$ cat src/amfs_pkg.sv
// shared constants and types of the converter frame sequencer
package amfs_pkg;

    // =====================================================================
    // register indices (byte address is four times the index)
    // =====================================================================
    localparam logic [13:0] IDX_SLOT_COUNT = 14'h2100;
    localparam logic [13:0] IDX_SEL_8_9 = 14'h2101;
    localparam logic [13:0] IDX_SEL_6_7 = 14'h2102;
    localparam logic [13:0] IDX_SEL_4_5 = 14'h2103;
    localparam logic [13:0] IDX_SEL_2_3 = 14'h2104;
    localparam logic [13:0] IDX_SEL_0_1 = 14'h2105;
    localparam logic [13:0] IDX_CHOP = 14'h2106;
    localparam logic [13:0] IDX_MODE = 14'h210c;
    localparam logic [13:0] IDX_RATE = 14'h2200;
    localparam logic [13:0] IDX_REMOTE = 14'h2709;
    localparam logic [13:0] IDX_STATUS = 14'h2110;
    localparam logic [13:0] IDX_FRAME_SLOW = 14'h2111;
    localparam logic [13:0] IDX_FRAME_FILTER = 14'h2112;

    localparam logic [15:0] ADDR_SLOT_COUNT = {IDX_SLOT_COUNT, 2'b00};
    localparam logic [15:0] ADDR_SEL_8_9 = {IDX_SEL_8_9, 2'b00};
    localparam logic [15:0] ADDR_SEL_6_7 = {IDX_SEL_6_7, 2'b00};
    localparam logic [15:0] ADDR_SEL_4_5 = {IDX_SEL_4_5, 2'b00};
    localparam logic [15:0] ADDR_SEL_2_3 = {IDX_SEL_2_3, 2'b00};
    localparam logic [15:0] ADDR_SEL_0_1 = {IDX_SEL_0_1, 2'b00};
    localparam logic [15:0] ADDR_CHOP = {IDX_CHOP, 2'b00};
    localparam logic [15:0] ADDR_MODE = {IDX_MODE, 2'b00};
    localparam logic [15:0] ADDR_RATE = {IDX_RATE, 2'b00};
    localparam logic [15:0] ADDR_REMOTE = {IDX_REMOTE, 2'b00};
    localparam logic [15:0] ADDR_STATUS = {IDX_STATUS, 2'b00};
    localparam logic [15:0] ADDR_FRAME_SLOW = {IDX_FRAME_SLOW, 2'b00};
    localparam logic [15:0] ADDR_FRAME_FILTER = {IDX_FRAME_FILTER, 2'b00};

    // =====================================================================
    // field positions and reset values
    // =====================================================================
    localparam int SLOTS_LSB = 4;
    localparam int CHOP_LSB = 2;
    localparam int DECIM_LSB = 1;
    localparam int DIFF_A_BIT = 4;
    localparam int DIFF_B_BIT = 5;
    localparam int HALF_RATE_BIT = 5;
    localparam int FAST_PLL_BIT = 4;
    localparam int REMOTE_BIT = 3;
    localparam logic [7:0] REG_RESET = 8'h00;

    // =====================================================================
    // sequencing figures
    // =====================================================================
    localparam logic [3:0] MAX_SLOTS = 4'h0b;
    localparam logic [3:0] REMOTE_SLOT = 4'h2;
    localparam logic [3:0] HANDLE_A_MINUS = 4'h1;
    localparam logic [3:0] HANDLE_B_PLUS = 4'h2;
    localparam logic [3:0] HANDLE_B_MINUS = 4'h3;
    localparam logic [4:0] SLOW_PLL_FACTOR = 5'h03;
    localparam logic [1:0] TAIL_SLOW_PLL = 2'h3;
    localparam logic [1:0] TAIL_FAST_PLL = 2'h1;
    localparam logic [15:0] FILTER_PER_SLOW_SLOW_PLL = 16'h0030;
    localparam logic [15:0] FILTER_PER_SLOW_FAST_PLL = 16'h0096;

    typedef enum logic [1:0] {
        seq_idle,
        seq_slot,
        seq_tail
    } amfs_seq_type;

endpackage

$ cat src/amfs_frame_sequencer.sv
// converter input frame sequencer with apb register file
`timescale 1ns/1ps

//Function
// - advance only on slow clock rising edges
// - drive mux, filter start, chop, compute pass
// - slot length from decimation, rate, pll
// - frame length adds pll tail to slots
// - report frame length in filter clocks
// - documented setups give thirteen-cycle frames
// - four-bit handle per slot, indexed by slot
// - slot count field sets active slots
// - pair a differential writes word zero only
// - pair b lands in word two only
// - voltage handles write their own words
// - remote samples bypass mux, slot two dropped
// - remote capture at mid frame
// - half rate bit selects converter speed
// - half rate decimation one doubles slot
// - frame starts at first slot, counts exactly
// - no more than eleven slots per frame
module amfs_frame_sequencer (
    input wire logic pclk,
    input wire logic presetn,
    input wire logic slow_32k_clock,
    input wire logic psel,
    input wire logic penable,
    input wire logic pwrite,
    input wire logic [15:0] paddr,
    input wire logic [31:0] pwdata,
    output logic [31:0] prdata,
    output logic pready,
    output logic pslverr,
    output logic [3:0] slot_input_select,
    output logic filter_start,
    output logic compute_start,
    output logic reference_chop_phase,
    output logic result_write,
    output logic [3:0] result_ram_address,
    output logic result_from_remote,
    output logic pair_a_differential,
    output logic pair_b_differential,
    output logic remote_sensor_enable,
    output logic converter_half_rate,
    output logic fast_pll_select,
    output logic frame_active
);

    // =====================================================================
    // state
    // =====================================================================
    typedef struct packed {
        logic [7:0] slot_count_reg;
        logic [7:0] sel_8_9;
        logic [7:0] sel_6_7;
        logic [7:0] sel_4_5;
        logic [7:0] sel_2_3;
        logic [7:0] sel_0_1;
        logic [7:0] chop;
        logic [7:0] mode;
        logic [7:0] rate;
        logic [7:0] remote;
        amfs_pkg::amfs_seq_type seq;
        logic [3:0] slot;
        logic [4:0] slot_cyc;
        logic [1:0] tail_cyc;
        logic [8:0] frame_cyc;
        logic [3:0] act_slots;
        logic [4:0] act_slot_len;
        logic [1:0] act_tail;
        logic [8:0] act_frame_len;
        logic [15:0] act_filter_len;
        logic [43:0] act_sel;
        logic act_diff_a;
        logic act_diff_b;
        logic act_remote;
        logic act_half;
        logic act_fast;
        logic [3:0] handle;
        logic filter_start;
        logic compute_start;
        logic chop_phase;
        logic result_write;
        logic [3:0] result_addr;
        logic result_remote;
        logic remote_pending;
        logic active;
        logic pready;
        logic pslverr;
        logic [15:0] prdata;
    } amfs_state_type;

    amfs_state_type r;
    amfs_state_type next_r;
    logic slow_tick;

    // slow clock comes from another domain, so it is filtered first
    amfs_sync3 u_slow_sync (
        .pclk(pclk),
        .presetn(presetn),
        .async_in(slow_32k_clock),
        .level(),
        .rise(slow_tick)
    );

    // =====================================================================
    // configuration arithmetic, from the live registers
    // =====================================================================
    logic [1:0] cfg_decim;
    logic cfg_half;
    logic cfg_fast;
    logic [3:0] cfg_slots;
    logic [4:0] cfg_base;
    logic [4:0] cfg_slot_len;
    logic [1:0] cfg_tail;
    logic [8:0] cfg_frame_len;
    logic [15:0] cfg_filter_len;
    logic [43:0] cfg_sel;

    always_comb begin
        cfg_decim = r.mode[amfs_pkg::DECIM_LSB +: 2];
        cfg_half = r.rate[amfs_pkg::HALF_RATE_BIT];
        cfg_fast = r.rate[amfs_pkg::FAST_PLL_BIT];
        cfg_slots = r.slot_count_reg[amfs_pkg::SLOTS_LSB +: 4];
        if (cfg_slots > amfs_pkg::MAX_SLOTS) begin
            cfg_slots = amfs_pkg::MAX_SLOTS;
        end
        // doubling for half rate is the (half_rate+1) factor
        cfg_base = 5'((5'(cfg_decim) + 5'd1) << cfg_half);
        cfg_slot_len = cfg_fast ? cfg_base
                                : 5'(cfg_base * amfs_pkg::SLOW_PLL_FACTOR);
        cfg_tail = cfg_fast ? amfs_pkg::TAIL_FAST_PLL : amfs_pkg::TAIL_SLOW_PLL;
        cfg_frame_len = 9'(9'(cfg_slot_len) * 9'(cfg_slots)) + 9'(cfg_tail);
        cfg_filter_len = 16'(16'(cfg_frame_len)
                         * (cfg_fast ? amfs_pkg::FILTER_PER_SLOW_FAST_PLL
                                     : amfs_pkg::FILTER_PER_SLOW_SLOW_PLL));
        cfg_sel = {r.slot_count_reg[3:0], r.sel_8_9, r.sel_6_7, r.sel_4_5,
                   r.sel_2_3, r.sel_0_1};
    end

    // =====================================================================
    // register read data
    // =====================================================================
    logic [15:0] rd_data;
    logic rd_hit;
    logic wr_ok;

    always_comb begin
        rd_hit = 1'b1;
        wr_ok = 1'b1;
        rd_data = 16'h0000;
        unique case (paddr)
            amfs_pkg::ADDR_SLOT_COUNT: rd_data = {8'h00, r.slot_count_reg};
            amfs_pkg::ADDR_SEL_8_9: rd_data = {8'h00, r.sel_8_9};
            amfs_pkg::ADDR_SEL_6_7: rd_data = {8'h00, r.sel_6_7};
            amfs_pkg::ADDR_SEL_4_5: rd_data = {8'h00, r.sel_4_5};
            amfs_pkg::ADDR_SEL_2_3: rd_data = {8'h00, r.sel_2_3};
            amfs_pkg::ADDR_SEL_0_1: rd_data = {8'h00, r.sel_0_1};
            amfs_pkg::ADDR_CHOP: rd_data = {8'h00, r.chop};
            amfs_pkg::ADDR_MODE: rd_data = {8'h00, r.mode};
            amfs_pkg::ADDR_RATE: rd_data = {8'h00, r.rate};
            amfs_pkg::ADDR_REMOTE: rd_data = {8'h00, r.remote};
            amfs_pkg::ADDR_STATUS: begin
                rd_data = {6'h00, r.chop_phase, r.seq != amfs_pkg::seq_idle,
                           r.handle, r.slot};
                wr_ok = 1'b0;
            end
            amfs_pkg::ADDR_FRAME_SLOW: begin
                rd_data = {7'h00, r.act_frame_len};
                wr_ok = 1'b0;
            end
            amfs_pkg::ADDR_FRAME_FILTER: begin
                rd_data = r.act_filter_len;
                wr_ok = 1'b0;
            end
            default: begin
                rd_hit = 1'b0;
                wr_ok = 1'b0;
            end
        endcase
    end

    // =====================================================================
    // next state
    // =====================================================================
    logic frame_begin;
    logic slot_end;
    logic [3:0] cur_handle;
    logic [3:0] first_handle;
    logic [3:0] next_handle;
    logic keep_result;
    logic [8:0] next_frame_cyc;

    always_comb begin
        next_r = r;
        frame_begin = 1'b0;
        slot_end = 1'b0;
        keep_result = 1'b0;
        next_frame_cyc = 9'(r.frame_cyc + 9'd1);
        cur_handle = r.act_sel[{r.slot, 2'b00} +: 4];
        first_handle = cfg_sel[3:0];
        next_handle = r.act_sel[{4'(r.slot + 4'd1), 2'b00} +: 4];
        next_r.filter_start = 1'b0;
        next_r.compute_start = 1'b0;
        next_r.result_write = 1'b0;
        next_r.result_remote = 1'b0;

        // apb slave: answer in the cycle after setup
        next_r.pready = psel & ~penable;
        // error flag stands only with pready, never after the access
        next_r.pslverr = 1'b0;
        if (psel && !penable) begin
            next_r.prdata = pwrite ? 16'h0000 : rd_data;
            next_r.pslverr = ~rd_hit;
        end
        if (psel && penable && r.pready && pwrite && wr_ok) begin
            unique case (paddr)
                amfs_pkg::ADDR_SLOT_COUNT: next_r.slot_count_reg = pwdata[7:0];
                amfs_pkg::ADDR_SEL_8_9: next_r.sel_8_9 = pwdata[7:0];
                amfs_pkg::ADDR_SEL_6_7: next_r.sel_6_7 = pwdata[7:0];
                amfs_pkg::ADDR_SEL_4_5: next_r.sel_4_5 = pwdata[7:0];
                amfs_pkg::ADDR_SEL_2_3: next_r.sel_2_3 = pwdata[7:0];
                amfs_pkg::ADDR_SEL_0_1: next_r.sel_0_1 = pwdata[7:0];
                amfs_pkg::ADDR_CHOP: next_r.chop = pwdata[7:0];
                amfs_pkg::ADDR_MODE: next_r.mode = pwdata[7:0];
                amfs_pkg::ADDR_RATE: next_r.rate = pwdata[7:0];
                amfs_pkg::ADDR_REMOTE: next_r.remote = pwdata[7:0];
                default: next_r.remote = r.remote;
            endcase
        end

        // remote word lands two cycles after the mid-frame slow tick, one after any slot result of that tick, so they never collide
        if (r.remote_pending) begin
            next_r.remote_pending = 1'b0;
            next_r.result_write = 1'b1;
            next_r.result_remote = 1'b1;
            next_r.result_addr = amfs_pkg::HANDLE_B_PLUS;
        end

        if (slow_tick) begin
            unique case (r.seq)
                amfs_pkg::seq_idle: frame_begin = cfg_slots != 4'h0;
                amfs_pkg::seq_slot: begin
                    next_r.frame_cyc = next_frame_cyc;
                    if (r.slot_cyc == r.act_slot_len) begin
                        slot_end = 1'b1;
                        if (4'(r.slot + 4'd1) == r.act_slots) begin
                            next_r.seq = amfs_pkg::seq_tail;
                            next_r.tail_cyc = 2'd1;
                        end else begin
                            next_r.slot = 4'(r.slot + 4'd1);
                            next_r.slot_cyc = 5'd1;
                            next_r.handle = next_handle;
                            next_r.filter_start = 1'b1;
                        end
                    end else begin
                        next_r.slot_cyc = 5'(r.slot_cyc + 5'd1);
                    end
                end
                amfs_pkg::seq_tail: begin
                    next_r.frame_cyc = next_frame_cyc;
                    if (r.tail_cyc == r.act_tail) begin
                        frame_begin = cfg_slots != 4'h0;
                        if (!frame_begin) begin
                            next_r.seq = amfs_pkg::seq_idle;
                        end
                    end else begin
                        next_r.tail_cyc = 2'(r.tail_cyc + 2'd1);
                    end
                end
            endcase
        end

        // slot results: pair minus handles and remote-owned slot are discarded
        if (slot_end) begin
            keep_result = 1'b1;
            if (r.act_diff_a && cur_handle == amfs_pkg::HANDLE_A_MINUS) begin
                keep_result = 1'b0;
            end
            if ((r.act_diff_b || r.act_remote) && cur_handle == amfs_pkg::HANDLE_B_MINUS) begin
                keep_result = 1'b0;
            end
            if (r.act_remote && r.slot == amfs_pkg::REMOTE_SLOT) begin
                keep_result = 1'b0;
            end
            next_r.result_write = keep_result;
            next_r.result_remote = 1'b0;
            next_r.result_addr = cur_handle;
        end

        // configuration is captured only here, never mid-slot
        if (frame_begin) begin
            next_r.seq = amfs_pkg::seq_slot;
            next_r.slot = 4'h0;
            next_r.slot_cyc = 5'd1;
            next_r.frame_cyc = 9'd1;
            next_r.act_slots = cfg_slots;
            next_r.act_slot_len = cfg_slot_len;
            next_r.act_tail = cfg_tail;
            next_r.act_frame_len = cfg_frame_len;
            next_r.act_filter_len = cfg_filter_len;
            next_r.act_sel = cfg_sel;
            next_r.act_diff_a = r.mode[amfs_pkg::DIFF_A_BIT];
            next_r.act_diff_b = r.mode[amfs_pkg::DIFF_B_BIT];
            next_r.act_remote = r.remote[amfs_pkg::REMOTE_BIT];
            next_r.act_half = cfg_half;
            next_r.act_fast = cfg_fast;
            next_r.handle = first_handle;
            next_r.filter_start = 1'b1;
            next_r.compute_start = 1'b1;
            unique case (r.chop[amfs_pkg::CHOP_LSB +: 2])
                2'b00: next_r.chop_phase = 1'b0;
                2'b01: next_r.chop_phase = 1'b1;
                default: next_r.chop_phase = ~r.chop_phase;
            endcase
        end

        // remote capture point: half way through the running frame
        if (slow_tick && next_r.seq != amfs_pkg::seq_idle && next_r.act_remote
            && next_r.frame_cyc == (next_r.act_frame_len >> 1)) begin
            next_r.remote_pending = 1'b1;
        end
        next_r.active = next_r.seq != amfs_pkg::seq_idle;
    end

    // =====================================================================
    // registers
    // =====================================================================
    always_ff @(posedge pclk or negedge presetn) begin
        if (!presetn) begin
            r <= '0;
            r.slot_count_reg <= amfs_pkg::REG_RESET;
            r.seq <= amfs_pkg::seq_idle;
        end else begin
            r <= next_r;
        end
    end

    // =====================================================================
    // outputs
    // =====================================================================
    assign prdata = {16'h0000, r.prdata};
    assign pready = r.pready;
    assign pslverr = r.pslverr;
    assign slot_input_select = r.handle;
    assign filter_start = r.filter_start;
    assign compute_start = r.compute_start;
    assign reference_chop_phase = r.chop_phase;
    assign result_write = r.result_write;
    assign result_ram_address = r.result_addr;
    assign result_from_remote = r.result_remote;
    assign pair_a_differential = r.act_diff_a;
    assign pair_b_differential = r.act_diff_b;
    assign remote_sensor_enable = r.act_remote;
    assign converter_half_rate = r.act_half;
    assign fast_pll_select = r.act_fast;
    assign frame_active = r.active;

endmodule // amfs_frame_sequencer

$ cat src/amfs_sync3.sv
// three-stage synchroniser with agreement filter and rising-edge pulse
`timescale 1ns/1ps

module amfs_sync3 (
    input wire logic pclk,
    input wire logic presetn,
    input wire logic async_in,
    output logic level,
    output logic rise
);

    typedef struct packed {
        logic s1;
        logic s2;
        logic s3;
        logic lvl;
    } amfs_sync_type;

    amfs_sync_type r;
    amfs_sync_type next_r;

    always_comb begin
        next_r = r;
        next_r.s1 = async_in;
        next_r.s2 = r.s1;
        next_r.s3 = r.s2;
        // a change only counts once stages two and three agree
        if (r.s2 == r.s3) begin
            next_r.lvl = r.s3;
        end
    end

    always_ff @(posedge pclk or negedge presetn) begin
        if (!presetn) begin
            r <= '0;
        end else begin
            r <= next_r;
        end
    end

    assign level = r.lvl;
    assign rise = r.s2 & r.s3 & ~r.lvl;

endmodule // amfs_sync3

$ cat config.mk
export PLATFORM = sky130hd
export DESIGN_NAME = amfs_frame_sequencer
export DESIGN_NICKNAME = d
export VERILOG_FILES = /design/src/amfs_pkg.sv /design/src/amfs_frame_sequencer.sv /design/src/amfs_sync3.sv
export SDC_FILE = /design/constraint.sdc
export NUM_CORES = 1
export LEC_CHECK = 0
export ABC_AREA = 0
export BUFFER_PORTS_ARGS = -buffer_cell sky130_fd_sc_hd__buf_2
export CAP_MARGIN = 30
export CELL_PAD_IN_SITES_DETAIL_PLACEMENT = 0
export CELL_PAD_IN_SITES_GLOBAL_PLACEMENT = 1
export CORE_MARGIN = 2
export CORE_UTILIZATION = 48
export DETAILED_ROUTE_END_ITERATION = 12
export PLACE_DENSITY_LB_ADDON = 0.05
export SKIP_LAST_GASP = 1
export SYNTH_ARGS = -nofsm -noshare
export SYNTH_HDL_FRONTEND = slang
export SYNTH_SLANG_ARGS = --single-unit
$ cat constraint.sdc
create_clock -name pclk -period 8.4 [get_ports pclk]
set_input_delay 0.42 -clock pclk [delete_from_list [all_inputs] [get_ports pclk]]
set_output_delay 0.42 -clock pclk [all_outputs]
set_load 0.02 [all_outputs]
# After elaboration in Yosys (flattened, before gate mapping)
# Cells that the tools add are included.
# classes
multipliers	3
n_bitwise	7
shifts	3
n_eq_ne	29
n_mux	41
n_lt_le_gt_ge	1
reduce_logical	38
addsub	6
# op_table
operator	n
equality test 16 bit, second input constant	13
one-hot mux 16 bit (13 select lines)	1
2-to-1 mux 101 bit	1
indexed part select 44 x 7 -> 4 bit	2
2-to-1 mux 5 bit	6
2-to-1 mux 22 bit	1
one-hot mux 11 bit (2 select lines)	1
AND reduction 2 bit	10
2-to-1 mux 9 bit	2
2-to-1 mux 17 bit	1
multiplier 9 x 8 -> 16 bit	1
2-to-1 mux 16 bit	1
2-to-1 mux 2 bit	7
nonzero test 2 bit	7
OR reduction 13 bit	1
2-to-1 mux 6 bit	2
logical AND 1 bit	11
2-to-1 mux 1 bit	11
2-to-1 mux 11 bit	1
OR reduction 10 bit	1
adder 9 x 1 -> 9 bit, second input constant	1
adder 9 x 2 -> 9 bit	1
equality test 9 x 8 -> 1 bit	1
multiplier 5 x 4 -> 9 bit	1
31 further kinds	43
# word_totals
reg_bits	224
input_bits	54
output_inout_bits	53

# Longest topological paths before layout
# depth
word_depth	13
mapped_depth	33
depth_no_buf	33

# Hierarchy
# Synthesis repeated with hierarchy kept, for this count alone.
# unflattened
cells_unflattened	1305
hier_area_um2	13416.6
# by_module_without_submodules
module	n_inst	seq_area_each_um2	area_each_um2	cells_per_inst
amfs_frame_sequencer	1	5480.3	13282.7	1298
amfs_sync3	1	100.1	133.9	7

# Worst setup path after synthesis
# Ideal clock, no wire load.
# synth_timing
path_type	flip-flop to flip-flop
from	reg r (netlist bit cfg_decim[1])
to	reg r[97] (netlist bit)
t_arrival_ns	7.402
t_required_ns	8.266
path_stages_with_launch	31
setup_time_ns	0.134
path_buffers	0
path_slack_ns	0.864
cell_sequence	dfrtp_1 ha_1 mux2_2 ha_1 a31o_2 a21oi_1 xor2_1 or2_2 nor2_1 fa_1 ha_1 ha_1 and3_1 a221oi_1 o21bai_1 a21oi_1 xor2_1 nor2_1 ha_1 fa_1 fa_1 inv_1 fa_1 inv_1 ha_1 a31oi_1 nor2_1 o21ai_0 a21oi_1 xnor3_1 o21ai_0
# synth_via
elab_chain_cells	7
# synth_lines
item	line_no	rtl
start, declared	amfs_frame_sequencer.sv:93	amfs_state_type r;
start signal, assigned	amfs_frame_sequencer.sv:335	r <= next_r;
adder 2 x 1 -> 3 bit *	amfs_frame_sequencer.sv:129	cfg_base = 5'((5'(cfg_decim) + 5'd1) << cfg_half);
left shift 3 x 1 -> 5 bit *	amfs_frame_sequencer.sv:129	
multiplier 5 x 2 -> 5 bit	amfs_frame_sequencer.sv:131	: 5'(cfg_base * amfs_pkg::SLOW_PLL_FACTOR);
2-to-1 mux 5 bit *	amfs_frame_sequencer.sv:130	cfg_slot_len = cfg_fast ? cfg_base
multiplier 5 x 4 -> 9 bit *	amfs_frame_sequencer.sv:133	cfg_frame_len = 9'(9'(cfg_slot_len) * 9'(cfg_slots)) + 9'(cfg_tail);
adder 9 x 2 -> 9 bit *	amfs_frame_sequencer.sv:133	
multiplier 9 x 8 -> 16 bit *	amfs_frame_sequencer.sv:135	* (cfg_fast ? amfs_pkg::FILTER_PER_SLOW_FAST_PLL
# Every way passes the cells marked *; elsewhere a longest branch is shown, timed or not.
# A chain may end at the register's enable or synchronous reset.

# Worst setup path in the final report
# layout_timing
from	reg r (netlist bit cfg_decim[0])
to	reg r[97] (netlist bit)
# The elaborated chain is that of the path after synthesis.

==> impl_metrics.env <==
export IMPL_status="complete, no violations"
export IMPL_min_from="pwdata[3]"
export IMPL_end_kind="flip-flop"
export IMPL_vdd_ir_drop_max_uv=176
export IMPL_worstReg2RegStart="cfg_decim[0]"
export IMPL_core_area_um2=26200
export IMPL_place_congestion=0.858
export IMPL_critical_path_class="reg2reg"
export IMPL_die_area_um2=28200
export IMPL_max_slew_margin_pct=35.6
export IMPL_globalRouteTotalUtil_pct=24.4
export IMPL_first_pass_iters=5
export IMPL_portBuffers=66
export IMPL_final_worst_path_period_need_ps=7890
export IMPL_fp_row_count=59
export IMPL_cts_buffers=27
export IMPL_yosys_area_share_simple_pct=15.9
export IMPL_first_global_vias=9094
export IMPL_crit_fanout=4
export IMPL_synth_seq_cells=223
export IMPL_grt_first_pass_wirelength_mm=53.6
export IMPL_fp_dieW_um=168
export IMPL_synth_warnings=0
export IMPL_grt_setup_unrepaired="no"
export IMPL_timing_critical_path_max_delay_family="adder cells"
export IMPL_drc_errors=0
export IMPL_setup_worst_path_start_class="flip-flop"
export IMPL_holdCritPathClass="in2reg"
export IMPL_timing_max_transition_violations_final=0
export IMPL_final_setup_tns_ps=0
export IMPL_measured_slew_at_the_worst_slew_check_pin_ps=958
export IMPL_postCtsSetupBuffers=0
export IMPL_dominant_combinational_cell_family_by_area_after_synthesis="simple AND/OR/NAND/NOR gates"
export IMPL_layout_nets=1461
export IMPL_dp_hpwl_mm=24.4
export IMPL_start_util_pct=49.2
export IMPL_power_density_nw_per_um2=163
export IMPL_num_fill_cells=2365
export IMPL_crit_required_ps=8860
export IMPL_cts_root_buffer="sky130_fd_sc_hd__clkbuf_16"
export IMPL_worstSetupStartpoint="cfg_decim[0]"
export IMPL_cts_tree="done"
export IMPL_max_clock_freq_mhz=127
export IMPL_overflow=0
export IMPL_setup_slack_on_the_worst_flop_to_flop_path_ps=510
export IMPL_dr_total_vias=9297
export IMPL_report_final_hold_viol_count=0
export IMPL_dominant_cell_type_by_area_after_synthesis="sky130_fd_sc_hd__dfrtp_1"
export IMPL_ant_nets=0
export IMPL_clk_path_buf_depth=3
export IMPL_synth_ff_type="sky130_fd_sc_hd__dfrtp_1"
export IMPL_multi_input_area_um2=6690
export IMPL_worst_setup_hold_path_clk_slew_ps=60
export IMPL_setup_violations=0
export IMPL_area_growth_syn_to_layout_pct=11.3
export IMPL_totalWireLength_mm=33.4
export IMPL_mappedNetlistArea_um2=12900
export IMPL_period_share_pct=93.9
export IMPL_clock_sinks=223
export IMPL_synth_common_cells="sky130_fd_sc_hd__nand2_1, sky130_fd_sc_hd__dfrtp_1, sky130_fd_sc_hd__nor2_1"
export IMPL_ctsHtreeMaxLevel=1
export IMPL_drt_first_iter_violations=741
export IMPL_synthesized_area_per_cell_um2=10.1
export IMPL_die_y_um=168
export IMPL_synth_compound_area_share_pct=10.0
export IMPL_synthTopCellsByArea="sky130_fd_sc_hd__dfrtp_1, sky130_fd_sc_hd__nand2_1, sky130_fd_sc_hd__mux2_2"
export IMPL_p_total_mw=2.33
export IMPL_async_s_r_ff_share_synth_pct=100
export IMPL_synthXorXnorAreaFrac_pct=3.43
export IMPL_yosys_cell_types_count=67
export IMPL_synth_cells=1273
export IMPL_synth_most_common_cell="sky130_fd_sc_hd__nand2_1"
export IMPL_largest_net_degree_at_the_start_of_global_routing=98
export IMPL_synthMuxAreaShare_pct=11.8
export IMPL_synth_seq_area_share_pct=43.3
export IMPL_design_portCount=107
export IMPL_cp_slowest_stage_delay_ps=550
export IMPL_detail_route_vias_per_cell=5.56
export IMPL_edff_count_synth=0
export IMPL_buffers_inverters_on_critical_path=2
export IMPL_insertion_delay_ps=550
export IMPL_drt_wirelength_per_cell_um=20.0
export IMPL_synth_top_area_share_pct=43.3
export IMPL_path_common_cell="sky130_fd_sc_hd__ha_1"
export IMPL_layout_drive_gt1_share_pct=18.9
export IMPL_clock_skew_ps=17.8
export IMPL_power_leakage_nw=7.40
export IMPL_critical_path_slowest_cell="sky130_fd_sc_hd__fa_1"
export IMPL_antenna_cells=0
export IMPL_synthAdderAreaFrac_pct=9.89
export IMPL_grt_antenna_before_repair=0
export IMPL_area_sequential_um2=5580
export IMPL_arrival_ps=8350
export IMPL_max_cap_violations=0
==> area by class of cell <==
cell class,instances,area share [%]
multi-input combinational,919,46.6
sequential,223,38.9
clock buffer,38,5.49
timing repair buffer,85,3.54
tap,335,2.92
inverter,63,1.65
clock inverter,10,0.872
==> cells by family (layout without fill, tap and decap cells) <==
| logic type | after synthesis | after routing |
|---|---|---|
| compound gates | 199 | 199 |
| xor+xnor | 48 | 48 |
| fa+ha+maj | 88 | 88 |
| buf+inv | 151 | 196 |
| flops | 223 | 223 |
| mux | 121 | 121 |
| other cells | 2 | 22 |
| simple gates | 441 | 441 |
==> path summary, 6_finish.rpt <==
kind | endpoint | cells after the start
max in group asynchronous | r[90] | 3
min | r[143] | 3
max | r[97] | 31
min in group asynchronous | u_slow_sync.r[1] | 2
max reg2reg | r[97] | 31
min reg2reg | u_slow_sync.next_r[1] | 0
==> per-layer routing <==
metal	part of all wire, %	track usage, %	vias up
met5	0	0	-
met4	1.1	3.71	0
met3	5.9	3.93	26
met2	41	34.5	245
met1	52	39.7	4564
li1	-	-	4462
==> registers in the layout (all words and copies together), names as in the netlist, 2 cells and up <==
| signal | count |
|---|---|
| u_slow_sync.next_r | 2 |
| slot_input_select | 4 |
| r | 134 |
| cfg_sel | 44 |
| prdata | 16 |
| cfg_decim | 2 |
| result_ram_address | 4 |
==> cell usage in the layout, fill, tap and decap left out, drive strengths merged, types with 24 or more instances in the layout <==
cell    Yosys  final
dfrtp     223    223
ha         65     65
a21oi      38     38
clkbuf     37     38
buf        51     83
mux2       84     84
inv        62     63
o21ai      70     70
nand2     244    244
a22oi      24     24
nor2       84     84
xnor2      25     25
==> worst reg2reg max path: cells and delay by family, from the launching register on <==
family / cells / cell delay [ps]
xor+xnor: 3 / 470
fa+ha+maj: 10 / 3820
compound gates: 9 / 1640
mux: 1 / 320
buf+inv: 2 / 100
flops: 1 / 380
simple gates: 6 / 1090
==> stage by stage <==
stage | setup slack [ps] | area, um^2 | util [%] | hold slack, ps | std cells
2_1_floorplan | 864 | 13000 | - | 124 | 1293
3_3_place_gp | 421 | 13400 | 51.0 | 334 | 1622
3_5_place_dp | 374 | 13400 | 51.0 | 340 | 1622
4_1_cts | 318 | 14300 | 54.5 | 221 | 1672
5_1_grt | 18.9 | 14300 | 54.7 | 270 | 1673
6_report | 511 | 14300 | 54.7 | 241 | 1673
==> repair_timing <==
item | in CTS | in global routing
hold buffers | 2 | 0
resized for setup | 0 | 5
endpoints found under the hold margin | 96 | 0
setup endpoints to repair | 0 | 2
==> where the power goes <==
group	internal, mW	switching [mW]
clock network	0.715	0.470
registers	1.08	0.00115
logic	0.0170	0.0526
total	1.81	0.523
Note: power is estimated with default switching activity, not from simulation.
